### config.mk
export PLATFORM = sky130hd
export DESIGN_NAME = fsrp_host
export DESIGN_NICKNAME = d
export VERILOG_FILES = /design/src/hdl/fsrp_pkg.sv /design/src/hdl/fsrp_tmr_if.sv /design/src/hdl/fsrp_host.sv /design/src/hdl/fsrp_sync.sv /design/src/hdl/fsrp_timer.sv
export SDC_FILE = /design/constraint.sdc
export NUM_CORES = 1
export LEC_CHECK = 0
export ABC_CLOCK_PERIOD_IN_PS = 5600
export CAP_MARGIN = 20
export CORE_MARGIN = 4
export CORE_UTILIZATION = 41
export DETAILED_ROUTE_END_ITERATION = 10
export DONT_BUFFER_PORTS = 1
export GPL_ROUTABILITY_DRIVEN = 0
export PLACE_DENSITY = 0.54
export SLEW_MARGIN = 5
export SYNTH_ARGS = -nofsm -noshare
export SYNTH_HDL_FRONTEND = slang
export SYNTH_HIERARCHICAL = 1
export SYNTH_SLANG_ARGS = --single-unit
export TNS_END_PERCENT = 30
### constraint.sdc
create_clock -name clk -period 5.6 [get_ports clk]
set_clock_uncertainty 0.2 [all_clocks]
set_input_delay 0.84 -clock clk [delete_from_list [all_inputs] [get_ports clk]]
set_output_delay 0.84 -clock clk [all_outputs]
set_load 0.02 [all_outputs]
### src/hdl/fsrp_pkg.sv
package fsrp_pkg;
  localparam int CLK_NS          = 8;
  localparam int TMR_W           = 21;
  // register byte offsets
  localparam logic [7:0] REG_CTRL   = 8'h00;
  localparam logic [7:0] REG_ADDR   = 8'h04;
  localparam logic [7:0] REG_WDATA  = 8'h08;
  localparam logic [7:0] REG_RDATA  = 8'h0c;
  localparam logic [7:0] REG_STATUS = 8'h10;
  localparam logic [7:0] REG_MODE   = 8'h14;
  // ctrl fields
  localparam int CTRL_GO       = 0;
  localparam int CTRL_OP_LSB   = 1;
  // status fields
  localparam int ST_CBUSY      = 0;
  localparam int ST_READY      = 1;
  localparam int ST_RBVALID    = 2;
  localparam int ST_DONE       = 3;
  localparam int ST_REFUSED    = 4;
  localparam int ST_REWRITE    = 5;
  localparam int ST_SUPPLY     = 6;
  localparam int ST_PROT       = 7;
  // mode fields, their reset value and the protected read code
  localparam int MODE_PDOWN    = 0;
  localparam int MODE_TMPUNP   = 1;
  localparam int MODE_SUSP_LSB = 8;
  localparam logic [7:0] SUSP_RST = 8'hb0;
  localparam logic [7:0] PROT_YES = 8'h01;
  // pin-mode address bits
  localparam int A_SEC_LSB     = 13;
  localparam int A_SIX         = 6;
  localparam int A_ONE         = 1;
  // times in their own units
  localparam int RST_LOW_NS    = 500;
  localparam int RST_BUSY_US   = 20;
  localparam int RST_READ_NS   = 500;
  localparam int RST_REC_NS    = 50;
  localparam int PROT_PULSE_US = 100;
  localparam int UNPR_PULSE_MS = 10;
  localparam int WE_LOW_NS     = 50;
  localparam int ACCESS_NS     = 120;
  localparam int RECOV_NS      = 50;
  localparam int HV_SETUP_NS   = 1000;
  localparam int BUSY_VALID_NS = 90;
  // cycle counts, least times rounded up
  localparam int RST_LOW_CYC   = (RST_LOW_NS + CLK_NS - 1) / CLK_NS;
  localparam int RST_BUSY_CYC  = (RST_BUSY_US * 1000 + CLK_NS - 1) / CLK_NS;
  localparam int RST_READ_CYC  = (RST_READ_NS + CLK_NS - 1) / CLK_NS;
  localparam int RST_REC_CYC   = (RST_REC_NS + CLK_NS - 1) / CLK_NS;
  localparam int PROT_CYC      = (PROT_PULSE_US * 1000 + CLK_NS - 1) / CLK_NS;
  localparam int UNPR_CYC      = (UNPR_PULSE_MS * 1000000 + CLK_NS - 1) / CLK_NS;
  localparam int WE_LOW_CYC    = (WE_LOW_NS + CLK_NS - 1) / CLK_NS;
  localparam int ACCESS_CYC    = (ACCESS_NS + CLK_NS - 1) / CLK_NS + 2;
  localparam int RECOV_CYC     = (RECOV_NS + CLK_NS - 1) / CLK_NS;
  localparam int HV_SETUP_CYC  = (HV_SETUP_NS + CLK_NS - 1) / CLK_NS;
  localparam int BUSY_VAL_CYC  = (BUSY_VALID_NS + CLK_NS - 1) / CLK_NS;

  typedef enum logic [2:0] {
    OP_READ    = 3'h0,
    OP_WRITE   = 3'h1,
    OP_RESET   = 3'h2,
    OP_PROTECT = 3'h3,
    OP_UNPROT  = 3'h4,
    OP_VPROT   = 3'h5,
    OP_VUNPROT = 3'h6
  } fsrp_op_t;

  typedef enum logic [6:0] {
    S_IDLE   = 7'h01,
    S_SETUP  = 7'h02,
    S_PULSE  = 7'h04,
    S_RECOV  = 7'h08,
    S_RSTLO  = 7'h10,
    S_RSTWT  = 7'h20,
    S_RSTREC = 7'h40
  } fsrp_state_t;
endpackage

### src/hdl/fsrp_tmr_if.sv
`timescale 1ns/1ps
interface fsrp_tmr_if #(parameter int TW = 21);
  logic          start;
  logic [TW-1:0] val;
  logic          done;
  modport ctl (output start, output val, input done);
  modport tmr (input start, input val, output done);
endinterface

### src/hdl/fsrp_host.sv
// Contract
// - Reset during busy: ready low up to 20 us; host watches or waits.
// - Host waits 50 ns after reset release before valid reads; the code waits only after a reset order, not when leaving power-down.
// - After reset during busy, affected locations must be rewritten.
// - Protect: pin pattern, high voltage, 100 us write-strobe pulse per sector.
// - Protect all sectors first; then 10 ms pulse unprotects all.
//
// The implementer's own choices: the register offsets and register access over Wishbone.
`timescale 1ns/1ps
module fsrp_host #(
  parameter int unsigned PROT_CYC = fsrp_pkg::PROT_CYC,
  parameter int unsigned UNPR_CYC = fsrp_pkg::UNPR_CYC
) (
  input  wire logic        clk,
  input  wire logic        rstn,
  input  wire logic        ce,
  input  wire logic        wb_cyc,
  input  wire logic        wb_stb,
  input  wire logic        wb_we,
  input  wire logic [7:0]  wb_adr,
  input  wire logic [3:0]  wb_sel,
  input  wire logic [31:0] wb_dat_i,
  output logic      [31:0] wb_dat_o,
  output logic             wb_ack,
  output logic      [19:0] fl_addr,
  output logic      [7:0]  fl_dq_o,
  output logic             fl_dq_oe_n,
  input  wire logic [7:0]  fl_dq_i,
  output logic             fl_ce_n,
  output logic             fl_oe_n,
  output logic             fl_we_n,
  output logic             fl_reset_n,
  output logic             fl_a9_hv_en,
  output logic             fl_oe_hv_en,
  output logic             fl_rst_hv_en,
  input  wire logic        fl_ready_busy,
  input  wire logic        supply_ok
);
  import fsrp_pkg::*;

  localparam int TW = TMR_W;

  fsrp_state_t  state_q, state_d;
  fsrp_op_t     op_q;
  logic [19:0]  addr_q;
  logic [7:0]   wdata_q, rdata_q, susp_q;
  logic         pdown_q, tmpunp_q;
  logic         done_q, refused_q, rewrite_q;
  logic         busy_at_rst_q;
  logic [6:0]   walk_q;
  logic         walk_end_q;
  logic [31:0]  rd_q;
  logic         ack_q;

  // pins from flops
  logic [19:0]  addr_pin_d;
  logic         ce_pin_d, oe_pin_d, we_pin_d, dq_oe_n_d, rst_pin_d;
  logic         a9hv_d, oehv_d, rsthv_d;

  // synchronised pin inputs
  logic [7:0]   dq_s;
  logic         rb_s, supply_s;

  fsrp_sync #(.W(8)) u_sync_dq (
    .clk  (clk),
    .rstn (rstn),
    .ce   (ce),
    .d    (fl_dq_i),
    .q    (dq_s)
  );
  fsrp_sync #(.W(2)) u_sync_ctl (
    .clk  (clk),
    .rstn (rstn),
    .ce   (ce),
    .d    ({fl_ready_busy, supply_ok}),
    .q    ({rb_s, supply_s})
  );

  fsrp_tmr_if #(.TW(TW)) seq_t ();
  fsrp_tmr_if #(.TW(TW)) blank_t ();

  fsrp_timer #(.TW(TW)) u_seq_tmr (
    .clk  (clk),
    .rstn (rstn),
    .ce   (ce),
    .t    (seq_t)
  );
  fsrp_timer #(.TW(TW)) u_blank_tmr (
    .clk  (clk),
    .rstn (rstn),
    .ce   (ce),
    .t    (blank_t)
  );

  // wishbone decode
  wire        wb_req   = wb_cyc & wb_stb;
  wire        wb_wr    = wb_req & wb_we & ack_q;
  wire [31:0] wmask    = {{8{wb_sel[3]}}, {8{wb_sel[2]}}, {8{wb_sel[1]}}, {8{wb_sel[0]}}};
  wire        hit_ctrl = (wb_adr == REG_CTRL);
  wire        hit_addr = (wb_adr == REG_ADDR);
  wire        hit_wdat = (wb_adr == REG_WDATA);
  wire        hit_stat = (wb_adr == REG_STATUS);
  wire        hit_mode = (wb_adr == REG_MODE);
  wire        go       = wb_wr & hit_ctrl & wb_sel[0] & wb_dat_i[CTRL_GO];
  wire [2:0]  go_op    = wb_dat_i[CTRL_OP_LSB +: 3];
  wire [31:0] stat_clr = (wb_wr & hit_stat) ? (wb_dat_i & wmask) : 32'h0;

  // op classes
  wire is_rdop   = (op_q == OP_READ) | (op_q == OP_VPROT) | (op_q == OP_VUNPROT);
  wire is_write  = (op_q == OP_WRITE);
  wire is_hvprog = (op_q == OP_PROTECT) | (op_q == OP_UNPROT);
  wire is_verify = (op_q == OP_VPROT) | (op_q == OP_VUNPROT);
  wire unp_pulse = (op_q == OP_UNPROT) & walk_end_q;
  wire in_seq    = (state_q == S_SETUP) | (state_q == S_PULSE);
  wire rst_seq   = (state_q == S_RSTLO) | (state_q == S_RSTWT) | (state_q == S_RSTREC);
  // strobe rises while chip-select, data and high voltage still stand, never in the same edge
  wire in_cyc    = in_seq | (state_q == S_RECOV);

  // device busy only counts once the busy delay after a write strobe has run
  wire rb_valid  = blank_t.done;
  wire dev_busy  = rb_valid & ~rb_s;

  // refusal of a new order
  wire go_rd     = (go_op == OP_READ) | (go_op == OP_VPROT) | (go_op == OP_VUNPROT);
  wire go_cmdwr  = (go_op == OP_WRITE);
  wire go_hv     = (go_op == OP_PROTECT) | (go_op == OP_UNPROT);
  wire wdat_susp = (wdata_q == susp_q);
  wire refuse_wr = go_cmdwr & (~supply_s | (dev_busy & ~wdat_susp));
  wire refuse_hv = (go_hv | (go_op > OP_VUNPROT)) & (dev_busy | pdown_q);
  wire refuse_rd = go_rd & pdown_q;
  wire accept    = go & (state_q == S_IDLE) & ~refuse_wr & ~refuse_hv & ~refuse_rd;
  wire refuse    = go & ~accept;

  // sequencer
  always_comb begin
    state_d = state_q;
    unique case (state_q)
      S_IDLE: begin
        if (accept) begin
          state_d = (go_op == OP_RESET) ? S_RSTLO : S_SETUP;
        end
      end
      S_SETUP: begin
        if (seq_t.done) begin
          state_d = S_PULSE;
        end
      end
      S_PULSE: begin
        if (seq_t.done) begin
          state_d = S_RECOV;
        end
      end
      S_RECOV: begin
        if (seq_t.done) begin
          state_d = ((op_q == OP_UNPROT) & ~unp_pulse) ? S_SETUP : S_IDLE;
        end
      end
      S_RSTLO: begin
        if (seq_t.done) begin
          state_d = S_RSTWT;
        end
      end
      S_RSTWT: begin
        if (seq_t.done | (busy_at_rst_q & rb_s)) begin
          state_d = S_RSTREC;
        end
      end
      S_RSTREC: begin
        if (seq_t.done) begin
          state_d = S_IDLE;
        end
      end
      default: state_d = S_IDLE;
    endcase
  end

  // timer load on every state entry
  always_comb begin
    seq_t.start = (state_d != state_q);
    seq_t.val   = '0;
    unique case (state_d)
      S_SETUP:  seq_t.val = (is_hvprog | is_verify | go_hv | (go_op > OP_RESET)) ? TW'(HV_SETUP_CYC) : TW'(1);
      S_PULSE: begin
        if (is_rdop) begin
          seq_t.val = TW'(ACCESS_CYC);
        end else if (unp_pulse) begin
          seq_t.val = TW'(UNPR_CYC);
        end else if (is_hvprog) begin
          seq_t.val = TW'(PROT_CYC);
        end else begin
          seq_t.val = TW'(WE_LOW_CYC);
        end
      end
      S_RECOV:  seq_t.val = TW'(RECOV_CYC);
      S_RSTLO:  seq_t.val = TW'(RST_LOW_CYC);
      S_RSTWT:  seq_t.val = busy_at_rst_q ? TW'(RST_BUSY_CYC) : TW'(RST_READ_CYC);
      S_RSTREC: seq_t.val = TW'(RST_REC_CYC);
      S_IDLE:   seq_t.val = '0;
      default:  seq_t.val = '0;
    endcase
  end

  wire pulse_end = (state_q == S_PULSE) & seq_t.done;
  assign blank_t.start = pulse_end & is_write;
  assign blank_t.val   = TW'(BUSY_VAL_CYC);

  // pin values, registered below
  wire [6:0] sect_d = (op_q == OP_UNPROT) ? walk_q : addr_q[19:A_SEC_LSB];
  wire       six_d  = (op_q == OP_VUNPROT) | unp_pulse;
  wire [19:0] hv_addr = {sect_d, 13'h0} | (20'h1 << A_ONE) | (20'(six_d) << A_SIX);
  assign addr_pin_d = (is_hvprog | is_verify) ? hv_addr : addr_q;
  assign ce_pin_d   = ~in_cyc;
  assign oe_pin_d   = ~((state_q == S_PULSE) & is_rdop) | is_hvprog;
  assign we_pin_d   = ~((state_q == S_PULSE) & (is_write | is_hvprog));
  assign dq_oe_n_d  = ~(in_cyc & is_write) | rst_seq;
  assign a9hv_d     = in_cyc & (is_hvprog | is_verify);
  assign oehv_d     = in_cyc & is_hvprog;
  assign rst_pin_d  = ~((state_q == S_RSTLO) | (pdown_q & (state_q == S_IDLE)));
  assign rsthv_d    = tmpunp_q & rst_pin_d & ~rst_seq;

  // strobes reset high so nothing looks like a write at power-up
  always_ff @(posedge clk or negedge rstn) begin
    if (!rstn) begin
      fl_addr      <= 20'h0;
      fl_dq_o      <= 8'h0;
      fl_dq_oe_n   <= 1'b1;
      fl_ce_n      <= 1'b1;
      fl_oe_n      <= 1'b1;
      fl_we_n      <= 1'b1;
      fl_reset_n   <= 1'b1;
      fl_a9_hv_en  <= 1'b0;
      fl_oe_hv_en  <= 1'b0;
      fl_rst_hv_en <= 1'b0;
    end else if (ce) begin
      fl_addr      <= addr_pin_d;
      fl_dq_o      <= wdata_q;
      fl_dq_oe_n   <= dq_oe_n_d;
      fl_ce_n      <= ce_pin_d;
      fl_oe_n      <= oe_pin_d;
      fl_we_n      <= we_pin_d;
      fl_reset_n   <= rst_pin_d;
      fl_a9_hv_en  <= a9hv_d;
      fl_oe_hv_en  <= oehv_d;
      fl_rst_hv_en <= rsthv_d;
    end
  end

  always_ff @(posedge clk or negedge rstn) begin
    if (!rstn) begin
      state_q       <= S_IDLE;
      op_q          <= OP_READ;
      busy_at_rst_q <= 1'b0;
      walk_q        <= 7'h0;
      walk_end_q    <= 1'b0;
      rdata_q       <= 8'h0;
    end else if (ce) begin
      state_q <= state_d;
      if (accept) begin
        op_q          <= fsrp_op_t'(go_op);
        busy_at_rst_q <= dev_busy;
        walk_q        <= 7'h0;
        walk_end_q    <= 1'b0;
      end
      // every sector code is protected before the unprotect pulse
      if ((state_q == S_RECOV) & seq_t.done & (op_q == OP_UNPROT) & ~walk_end_q) begin
        walk_q     <= walk_q + 7'h1;
        walk_end_q <= (walk_q == 7'h7f);
      end
      if (pulse_end & is_rdop) begin
        rdata_q <= dq_s;
      end
    end
  end

  // software registers; sticky flags: set wins over clear
  always_ff @(posedge clk or negedge rstn) begin
    if (!rstn) begin
      addr_q    <= 20'h0;
      wdata_q   <= 8'h0;
      susp_q    <= SUSP_RST;
      pdown_q   <= 1'b0;
      tmpunp_q  <= 1'b0;
      done_q    <= 1'b0;
      refused_q <= 1'b0;
      rewrite_q <= 1'b0;
    end else if (ce) begin
      if (wb_wr & hit_addr) begin
        addr_q <= (addr_q & wmask[19:0]) ^ addr_q ^ (wb_dat_i[19:0] & wmask[19:0]);
      end
      if (wb_wr & hit_wdat & wb_sel[0] & (state_q == S_IDLE)) begin
        wdata_q <= wb_dat_i[7:0];
      end
      if (wb_wr & hit_mode & wb_sel[0]) begin
        pdown_q  <= wb_dat_i[MODE_PDOWN];
        tmpunp_q <= wb_dat_i[MODE_TMPUNP];
      end
      if (wb_wr & hit_mode & wb_sel[1]) begin
        susp_q <= wb_dat_i[MODE_SUSP_LSB +: 8];
      end
      done_q    <= ((state_q != S_IDLE) & (state_d == S_IDLE)) | (done_q & ~stat_clr[ST_DONE]);
      refused_q <= refuse | (refused_q & ~stat_clr[ST_REFUSED]);
      // contents near an interrupted program or erase are suspect
      rewrite_q <= (accept & (go_op == OP_RESET) & dev_busy) | (rewrite_q & ~stat_clr[ST_REWRITE]);
    end
  end

  // read mux, registered in the request cycle
  wire [31:0] stat_w = {24'h0, (rdata_q == PROT_YES), supply_s, rewrite_q, refused_q,
                        done_q, rb_valid, rb_s, (state_q != S_IDLE)};
  wire [31:0] mode_w = {16'h0, susp_q, 6'h0, tmpunp_q, pdown_q};
  wire [31:0] rd_mux = hit_ctrl ? {28'h0, op_q, 1'b0} :
                       hit_addr ? {12'h0, addr_q} :
                       hit_wdat ? {24'h0, wdata_q} :
                       (wb_adr == REG_RDATA) ? {24'h0, rdata_q} :
                       hit_stat ? stat_w :
                       hit_mode ? mode_w : 32'h0;

  always_ff @(posedge clk or negedge rstn) begin
    if (!rstn) begin
      ack_q <= 1'b0;
      rd_q  <= 32'h0;
    end else if (ce) begin
      ack_q <= wb_req & ~ack_q;
      if (wb_req & ~ack_q) begin
        rd_q <= rd_mux;
      end
    end
  end

  assign wb_ack   = ack_q;
  assign wb_dat_o = rd_q;
endmodule

### src/hdl/fsrp_sync.sv
`timescale 1ns/1ps
module fsrp_sync #(
  parameter int W = 1
) (
  input  wire logic         clk,
  input  wire logic         rstn,
  input  wire logic         ce,
  input  wire logic [W-1:0] d,
  output logic      [W-1:0] q
);
  logic [W-1:0] meta_q;

  always_ff @(posedge clk or negedge rstn) begin
    if (!rstn) begin
      meta_q <= '0;
      q      <= '0;
    end else if (ce) begin
      meta_q <= d;
      q      <= meta_q;
    end
  end
endmodule

### src/hdl/fsrp_timer.sv
`timescale 1ns/1ps
module fsrp_timer #(
  parameter int TW = 21
) (
  input  wire logic clk,
  input  wire logic rstn,
  input  wire logic ce,
  fsrp_tmr_if.tmr   t
);
  logic [TW-1:0] cnt_q;

  // done is a level: the loaded count has run out
  assign t.done = (cnt_q == '0);

  always_ff @(posedge clk or negedge rstn) begin
    if (!rstn) begin
      cnt_q <= '0;
    end else if (ce) begin
      if (t.start) begin
        cnt_q <= t.val;
      end else if (cnt_q != '0) begin
        cnt_q <= cnt_q - 1'b1;
      end
    end
  end
endmodule

==> flow_summary_export.csv, run 1 <==
group,metric,value,unit
critical_path,critPathTopFamily,"simple AND/OR/NAND/NOR gates",
grt,grt_start_max_net_pins,179,
power_and_ir_drop,swShare,0.333,
grt,gr-usage-met1,0.275,
timing,fmax,227,MHz
synthesis,synthCells,1022,
synthesis,synth.distinct_cells,94,
finish,antennaDiodeCount,0,
clock_network,clk_pin_slew,0.08,ns
grt,grt_overflow,0,
power_and_ir_drop,finalPower,3.50,mW
run,maxCapViolCount,0,
clock_network,numCtsBuffers,17,
grt,met3_usage,0.0593,
power_and_ir_drop,internal_power,2.33,mW
finish,final_area,0.0111,mm²
synthesis,ys_warn_count,6,
clock_network,root_buffer,"clkbuf_16",
timing,finalHoldViolCount,0,
detailed_routing,drt-total-wl,27300,µm
synthesis,synth_area,0.0101,mm²
detailed_routing,drc,0,
critical_path,cp-end-kind,"flip-flop",
timing,worstMarginPinSlew,1.10,ns
floorplanning,die_h,165,µm
floorplanning,num_rows,57,
power_and_ir_drop,switchingPower,1.17,mW
synthesis,synth_area_per_cell,9.90,µm²
critical_path,crit_buf_inv,3,
power_and_ir_drop,leakagePower,4.78,nW
critical_path,arrival,4.56,ns
critical_path,rrSetupSlack,1.20,ns
clock_network,cts_hold_buffers,1,
grt,antenna_found_initial,1,
timing,period_share,0.786,
power_and_ir_drop,power_frac_comb,0.187,
critical_path,critPathMaxFanout,15,
finish,synthToLayoutAreaGrowth,9.51,%
detailed_routing,dr_total_vias,7845,
timing,finalWorstSetupSlack,1.20,ns
power_and_ir_drop,pwr-share-clk,0.350,
place,numPortBuffers,0,
floorplanning,pin_count,129,
floorplanning,die_width,165,µm
critical_path,startpoint,"u_blank_tmr/cnt_q[0]",
synthesis,ys_ff_latch,187,
critical_path,start_kind,"flip-flop",
clock_network,cts_max_level,4,
critical_path,r2r_start,"u_blank_tmr/cnt_q[0]",
detailed_routing,wl_per_cell,20.0,µm
grt,busiest_layer,"met2",
grt,grt_usage,0.204,
timing,fin_crit,4.40,ns
critical_path,worstPathRequired,5.75,ns
critical_path,crit_top_cell,"o21ai_0",
synthesis,async_reset_ff_frac,1.00,
power_and_ir_drop,power_density,316,mW/mm²
timing,setup_violations,0,
grt,grt_pass1_wl,43500,µm
power_and_ir_drop,seq_power_share,0.464,
floorplanning,core-area,0.0243,mm²
timing,maxSlewViolCount,0,
detailed_routing,drtIter0Drc,410,
place,placed_cell_area,0.0105,mm²
critical_path,rr_endpoint,"u_seq_tmr/cnt_q[2]",
critical_path,path_cells,"inv_1 -> ha_1 -> nor4b_1 -> and4_1 -> nand2_1 -> inv_2 -> nor2b_1 -> a311oi_1 -> and3_1 -> nand3_1 -> a211oi_4 -> buf_4 -> o31ai_4 -> o21ai_0 -> o21ai_0",
floorplanning,start_util,0.416,
clock_network,cts_buffer_depth,2,
finish,drive_gt1_frac,0.166,
finish,final_util,0.456,
critical_path,criticalPathCategory,"reg2reg",
min_path,hp-class,"in2async",
timing,rsz0062_at_grt,"false",
grt,grt_pass1_vias,7579,
critical_path,reg2reg_depth,15,
synthesis,synth_edf_count,0,
finish,layout.nets,1093,
power_and_ir_drop,peakVddDrop,170,µV
timing,slew_headroom,0.267,
clock_network,cts_tree,"done",
clock_network,clock_sinks,187,
detailed_routing,ant_nets,0,
critical_path,critical_path.slowest_cell,"o31ai_4",
place,dp_hpwl,18500,µm
synthesis,yosysSeqAreaShare,0.463,
clock_network,clock_latency,0.44,ns
detailed_routing,viasPerCell,5.75,
clock_network,ctsResizeCount,0,
synthesis,synthFlopType,"dfrtp_1",
grt,grtUsageMet2,0.324,
critical_path,cp.depth,15,
clock_network,cts_setup_buffers,0,
timing,tns,0,ns
floorplanning,dieArea,0.0273,mm²
detailed_routing,first_pass_iters,5,
place,pre_cts_slack,1.19,ns
run_status,status,"completed",
critical_path,max_stage_delay,0.59,ns
## layer usage
metal,routed length (µm),up-vias
li1,-,3745
met1,12200,3882
met2,13100,187
met3,1640,29
met4,363,2
met5,7,-
## cell families (layout without fill, tap and decap cells)
group	after synthesis	in the layout	share of synthesized area
AND/OR/NAND/NOR	393	393	0.210
AO/OA/AOI/OAI	233	233	0.159
flip-flops	187	187	0.463
buffers and inverters	97	77	0.0449
multiplexers	91	91	0.103
XOR/XNOR	14	14	0.0121
adder cells (fa/ha/maj)	5	5	0.00618
other	2	41	0.000742
## through the flow
stage	hold slack, ns	cells
2_1_floorplan	0.248	1061
3_3_place_gp	0.276	1331
3_5_place_dp	0.286	1331
4_1_cts	0.0244	1364
5_1_grt	0.0136	1365
6_report	0.0484	1365
## cell type report
type	instances	area, µm²
fillers	2367	13200
clock inverters	14	173
clock buffers	18	429
multi-input cells	777	5150
well taps	324	405
inverters	31	116
repair buffers	14	123
flip-flops and latches	187	4690
## worst max-delay path by stage
stage | to | slack (ns)
2_1_floorplan | u_seq_tmr/cnt_q[18] | 1.60
3_3_place_gp | u_seq_tmr/cnt_q[8] | 1.31
3_5_place_dp | u_seq_tmr/cnt_q[2] | 1.19
4_1_cts | u_seq_tmr/cnt_q[2] | 1.15
5_1_grt | u_seq_tmr/cnt_q[2] | 0.85
6_report | u_seq_tmr/cnt_q[2] | 1.20
## cells in the mapped netlist, types with 4 or more instances
master | number | area [µm²]
dfrtp_1 | 178 | 4450
nand2_1 | 96 | 360
nor2_1 | 72 | 270
mux2_2 | 67 | 754
a21oi_1 | 54 | 270
nand3_1 | 48 | 240
o21ai_0 | 45 | 225
clkbuf_1 | 40 | 150
nor3_1 | 34 | 170
inv_1 | 28 | 105
nor4_1 | 16 | 100
a22o_1 | 14 | 123
buf_4 | 14 | 105
nor2b_1 | 13 | 81.3
and3_1 | 12 | 75.1
mux2i_1 | 12 | 120
nand4_1 | 12 | 75.1
xnor2_1 | 12 | 105
a31oi_1 | 11 | 68.8
mux2_4 | 10 | 150
o211ai_1 | 10 | 75.1
o31ai_1 | 10 | 75.1
a22oi_1 | 9 | 67.6
dfstp_2 | 9 | 236
or3_1 | 9 | 56.3
and2_1 | 8 | 50.1
nor3b_1 | 8 | 60.1
or4_1 | 8 | 60.1
a221o_1 | 7 | 70.1
o22ai_1 | 7 | 43.8
buf_2 | 6 | 30.0
nand2b_1 | 6 | 37.5
o2bb2ai_1 | 6 | 52.6
a221oi_1 | 5 | 43.8
and4_1 | 5 | 43.8
ha_1 | 5 | 62.6
nand3b_1 | 5 | 37.5
nor4_2 | 5 | 62.6
o21ai_1 | 5 | 25.0
or2_2 | 5 | 31.3
or4_4 | 4 | 45.0
## power by group through the flow
stage	Combinational (mW)	Clock [mW]	Sequential, mW
finish	0.654	1.22	1.62
CTS	0.653	1.26	1.63
global route	0.726	1.32	1.65
floorplan	0.533	0	1.60
global placement	0.614	0	1.65
detailed placement	0.620	0	1.65
## layout by cell type, fill, tap and decap left out, types with 10 or more instances in the layout
master     synthesis  routed
a21oi_1           54      54
a22o_1            14      14
a31oi_1           11      11
and3_1            12      12
buf_4             14      12
clkbuf_16          0      17
conb_1             2      41
dfrtp_1          178     178
inv_1             28      28
mux2_2            67      67
mux2_4            10      10
mux2i_1           12      12
nand2_1           96      96
nand3_1           48      48
nand4_1           12      12
nor2_1            72      72
nor2b_1           13      13
nor3_1            34      34
nor4_1            16      15
o211ai_1          10      10
o21ai_0           45      45
o31ai_1           10      10
xnor2_1           12      12
(Power assumes the default switching activity.)
==> run 2, diff against run 1 <==
--- a/config.mk
+++ b/config.mk
@@ -5,7 +5,7 @@
 export SDC_FILE = /design/constraint.sdc
 export NUM_CORES = 1
 export LEC_CHECK = 0
-export ABC_CLOCK_PERIOD_IN_PS = 5600
+export ABC_CLOCK_PERIOD_IN_PS = 4600
 export CAP_MARGIN = 20
 export CORE_MARGIN = 4
 export CORE_UTILIZATION = 41
==> constraint.sdc (replaced) <==
create_clock -name clk -period 4.6 [get_ports clk]
set_clock_uncertainty 0.2 [all_clocks]
set_input_delay 0.69 -clock clk [delete_from_list [all_inputs] [get_ports clk]]
set_output_delay 0.69 -clock clk [all_outputs]
set_load 0.02 [all_outputs]
==> flow_summary_export.csv, run 2 (same netlist as run 1, synthesis figures left out) <==
group,metric,value,unit
critical_path,critPathMaxFanout,18,
critical_path,critical_path.slowest_cell,"or4_4",
detailed_routing,dr_total_vias,7829,
finish,antennaDiodeCount,0,
finish,regArea,0.00469,mm²
floorplanning,core-area,0.0243,mm²
critical_path,critPathTopFamily,"simple AND/OR/NAND/NOR gates",
grt,grt_pass1_vias,7451,
timing,slew_headroom,0.499,
clock_network,ctsResizeCount,0,
finish,fillers,2332,
grt,grt_overflow,0,
run,maxCapViolCount,0,
clock_network,root_buffer,"clkbuf_16",
detailed_routing,drt-total-wl,26700,µm
place,placed_cell_area,0.0105,mm²
timing,period_share,0.921,
critical_path,criticalPathCategory,"reg2reg",
finish,drive_gt1_frac,0.173,
floorplanning,die_h,165,µm
finish,layout.nets,1101,
finish,synthToLayoutAreaGrowth,10.0,%
place,numPortBuffers,0,
power_and_ir_drop,power_density,380,mW/mm²
power_and_ir_drop,peakVddDrop,254,µV
detailed_routing,drc,0,
run_status,status,"finished, violations left",
finish,final_cell_mix,"dfrtp_1, nand2_1, nor2_1",
grt,grt_pass1_wl,42600,µm
detailed_routing,wl_per_cell,19.4,µm
clock_network,numCtsBuffers,17,
clock_network,clock_latency,0.44,ns
finish,final_util,0.458,
floorplanning,die_width,165,µm
grt,grt_usage,0.199,
timing,fin_crit,4.24,ns
critical_path,crit_top_cell,"o21ai_0",
floorplanning,start_util,0.416,
floorplanning,pin_count,129,
critical_path,path_cells,"or4_4 -> nor2_1 -> nand2_1 -> inv_2 -> nor2b_1 -> a311oi_1 -> and3_1 -> nand3_1 -> a211oi_4 -> buf_4 -> o31ai_4 -> o21ai_0 -> o21ai_0",
clock_network,cts_max_level,4,
critical_path,start_kind,"flip-flop",
clock_network,cts_setup_buffers,0,
timing,finalHoldViolCount,178,
grt,grt_start_max_net_pins,188,
place,dp_hpwl,18600,µm
finish,multi_input_area,0.00515,mm²
finish,final_area,0.0111,mm²
floorplanning,dieArea,0.0273,mm²
run_status,failed_checks,"hold timing",
grt,antenna_found_initial,0,
detailed_routing,viasPerCell,5.70,
critical_path,crit_buf_inv,2,
clock_network,clock_sinks,187,
detailed_routing,drtIter0Drc,546,
detailed_routing,first_pass_iters,6,
clock_network,cts_tree,"done",
timing,worstMarginPinSlew,0.752,ns
detailed_routing,ant_nets,0,
clock_network,cts_buffer_depth,2,
timing,maxSlewViolCount,0,
timing,fmax,236,MHz
timing,holdWs,-0.257,ns
critical_path,worstPathRequired,4.75,ns
critical_path,cp-end-kind,"flip-flop",
critical_path,arrival,4.39,ns
timing,tns,0,ns
clock_network,clk_pin_slew,0.08,ns
finish,final_common_cell,"dfrtp_1",
min_path,hp-class,"in2async",
power_and_ir_drop,leakagePower,4.81,nW
floorplanning,num_rows,57,
timing,rsz0062_at_grt,"false",
critical_path,max_stage_delay,0.59,ns
timing,setup_violations,0,
[run 2: power by group]
group	switching [mW]	internal (mW)	leakage, nW
registers	0.193	1.78	2.42
clock network	0.745	0.739	0.290
logic	0.443	0.323	2.11
total	1.38	2.84	4.81
[run 2: cell type report]
cell class / instances / share of cell area
Clock buffer: 18 / 0.0385
Clock inverter: 14 / 0.0151
Inverter: 31 / 0.0105
Multi-Input combinational cell: 777 / 0.462
Sequential cell: 187 / 0.421
Tap cell: 324 / 0.0364
Timing Repair Buffer: 22 / 0.0160
[run 2: final timing paths]
kind	from	end	slack [ns]	depth (start not counted)
hold reg to reg	flip-flop	fl_addr[3]	0.30	1
max in group asynchronous	rstn	susp_q[4]	3.99	0
setup / recovery	u_blank_tmr/cnt_q[9]	u_seq_tmr/cnt_q[2]	0.36	13
hold / removal	rstn	u_blank_tmr/cnt_q[17]	-0.26	0
setup reg to reg	u_blank_tmr/cnt_q[9]	u_seq_tmr/cnt_q[2]	0.36	13
min in group clk	wb_dat_i[2]	flip-flop	0.17	2
[run 2: metal layers]
metal | track usage | vias up | share of wire
met5 | 0 | - | 0
met4 | 0.0601 | 0 | 0.018
met3 | 0.0477 | 30 | 0.058
met2 | 0.317 | 173 | 0.47
met1 | 0.270 | 3867 | 0.45
li1 | - | 3759 | -
[run 2: metrics by stage]
stage	total power, mW	hold slack (ns)	setup WS [ns]	instances
after global routing	4.45	-0.275	0.105	1373
after global placement	2.76	0.206	0.461	1339
after detailed placement	2.77	0.207	0.434	1339
after floorplan	2.59	0.194	0.620	1061
after CTS	4.26	-0.277	0.382	1371
final	4.23	-0.257	0.364	1373
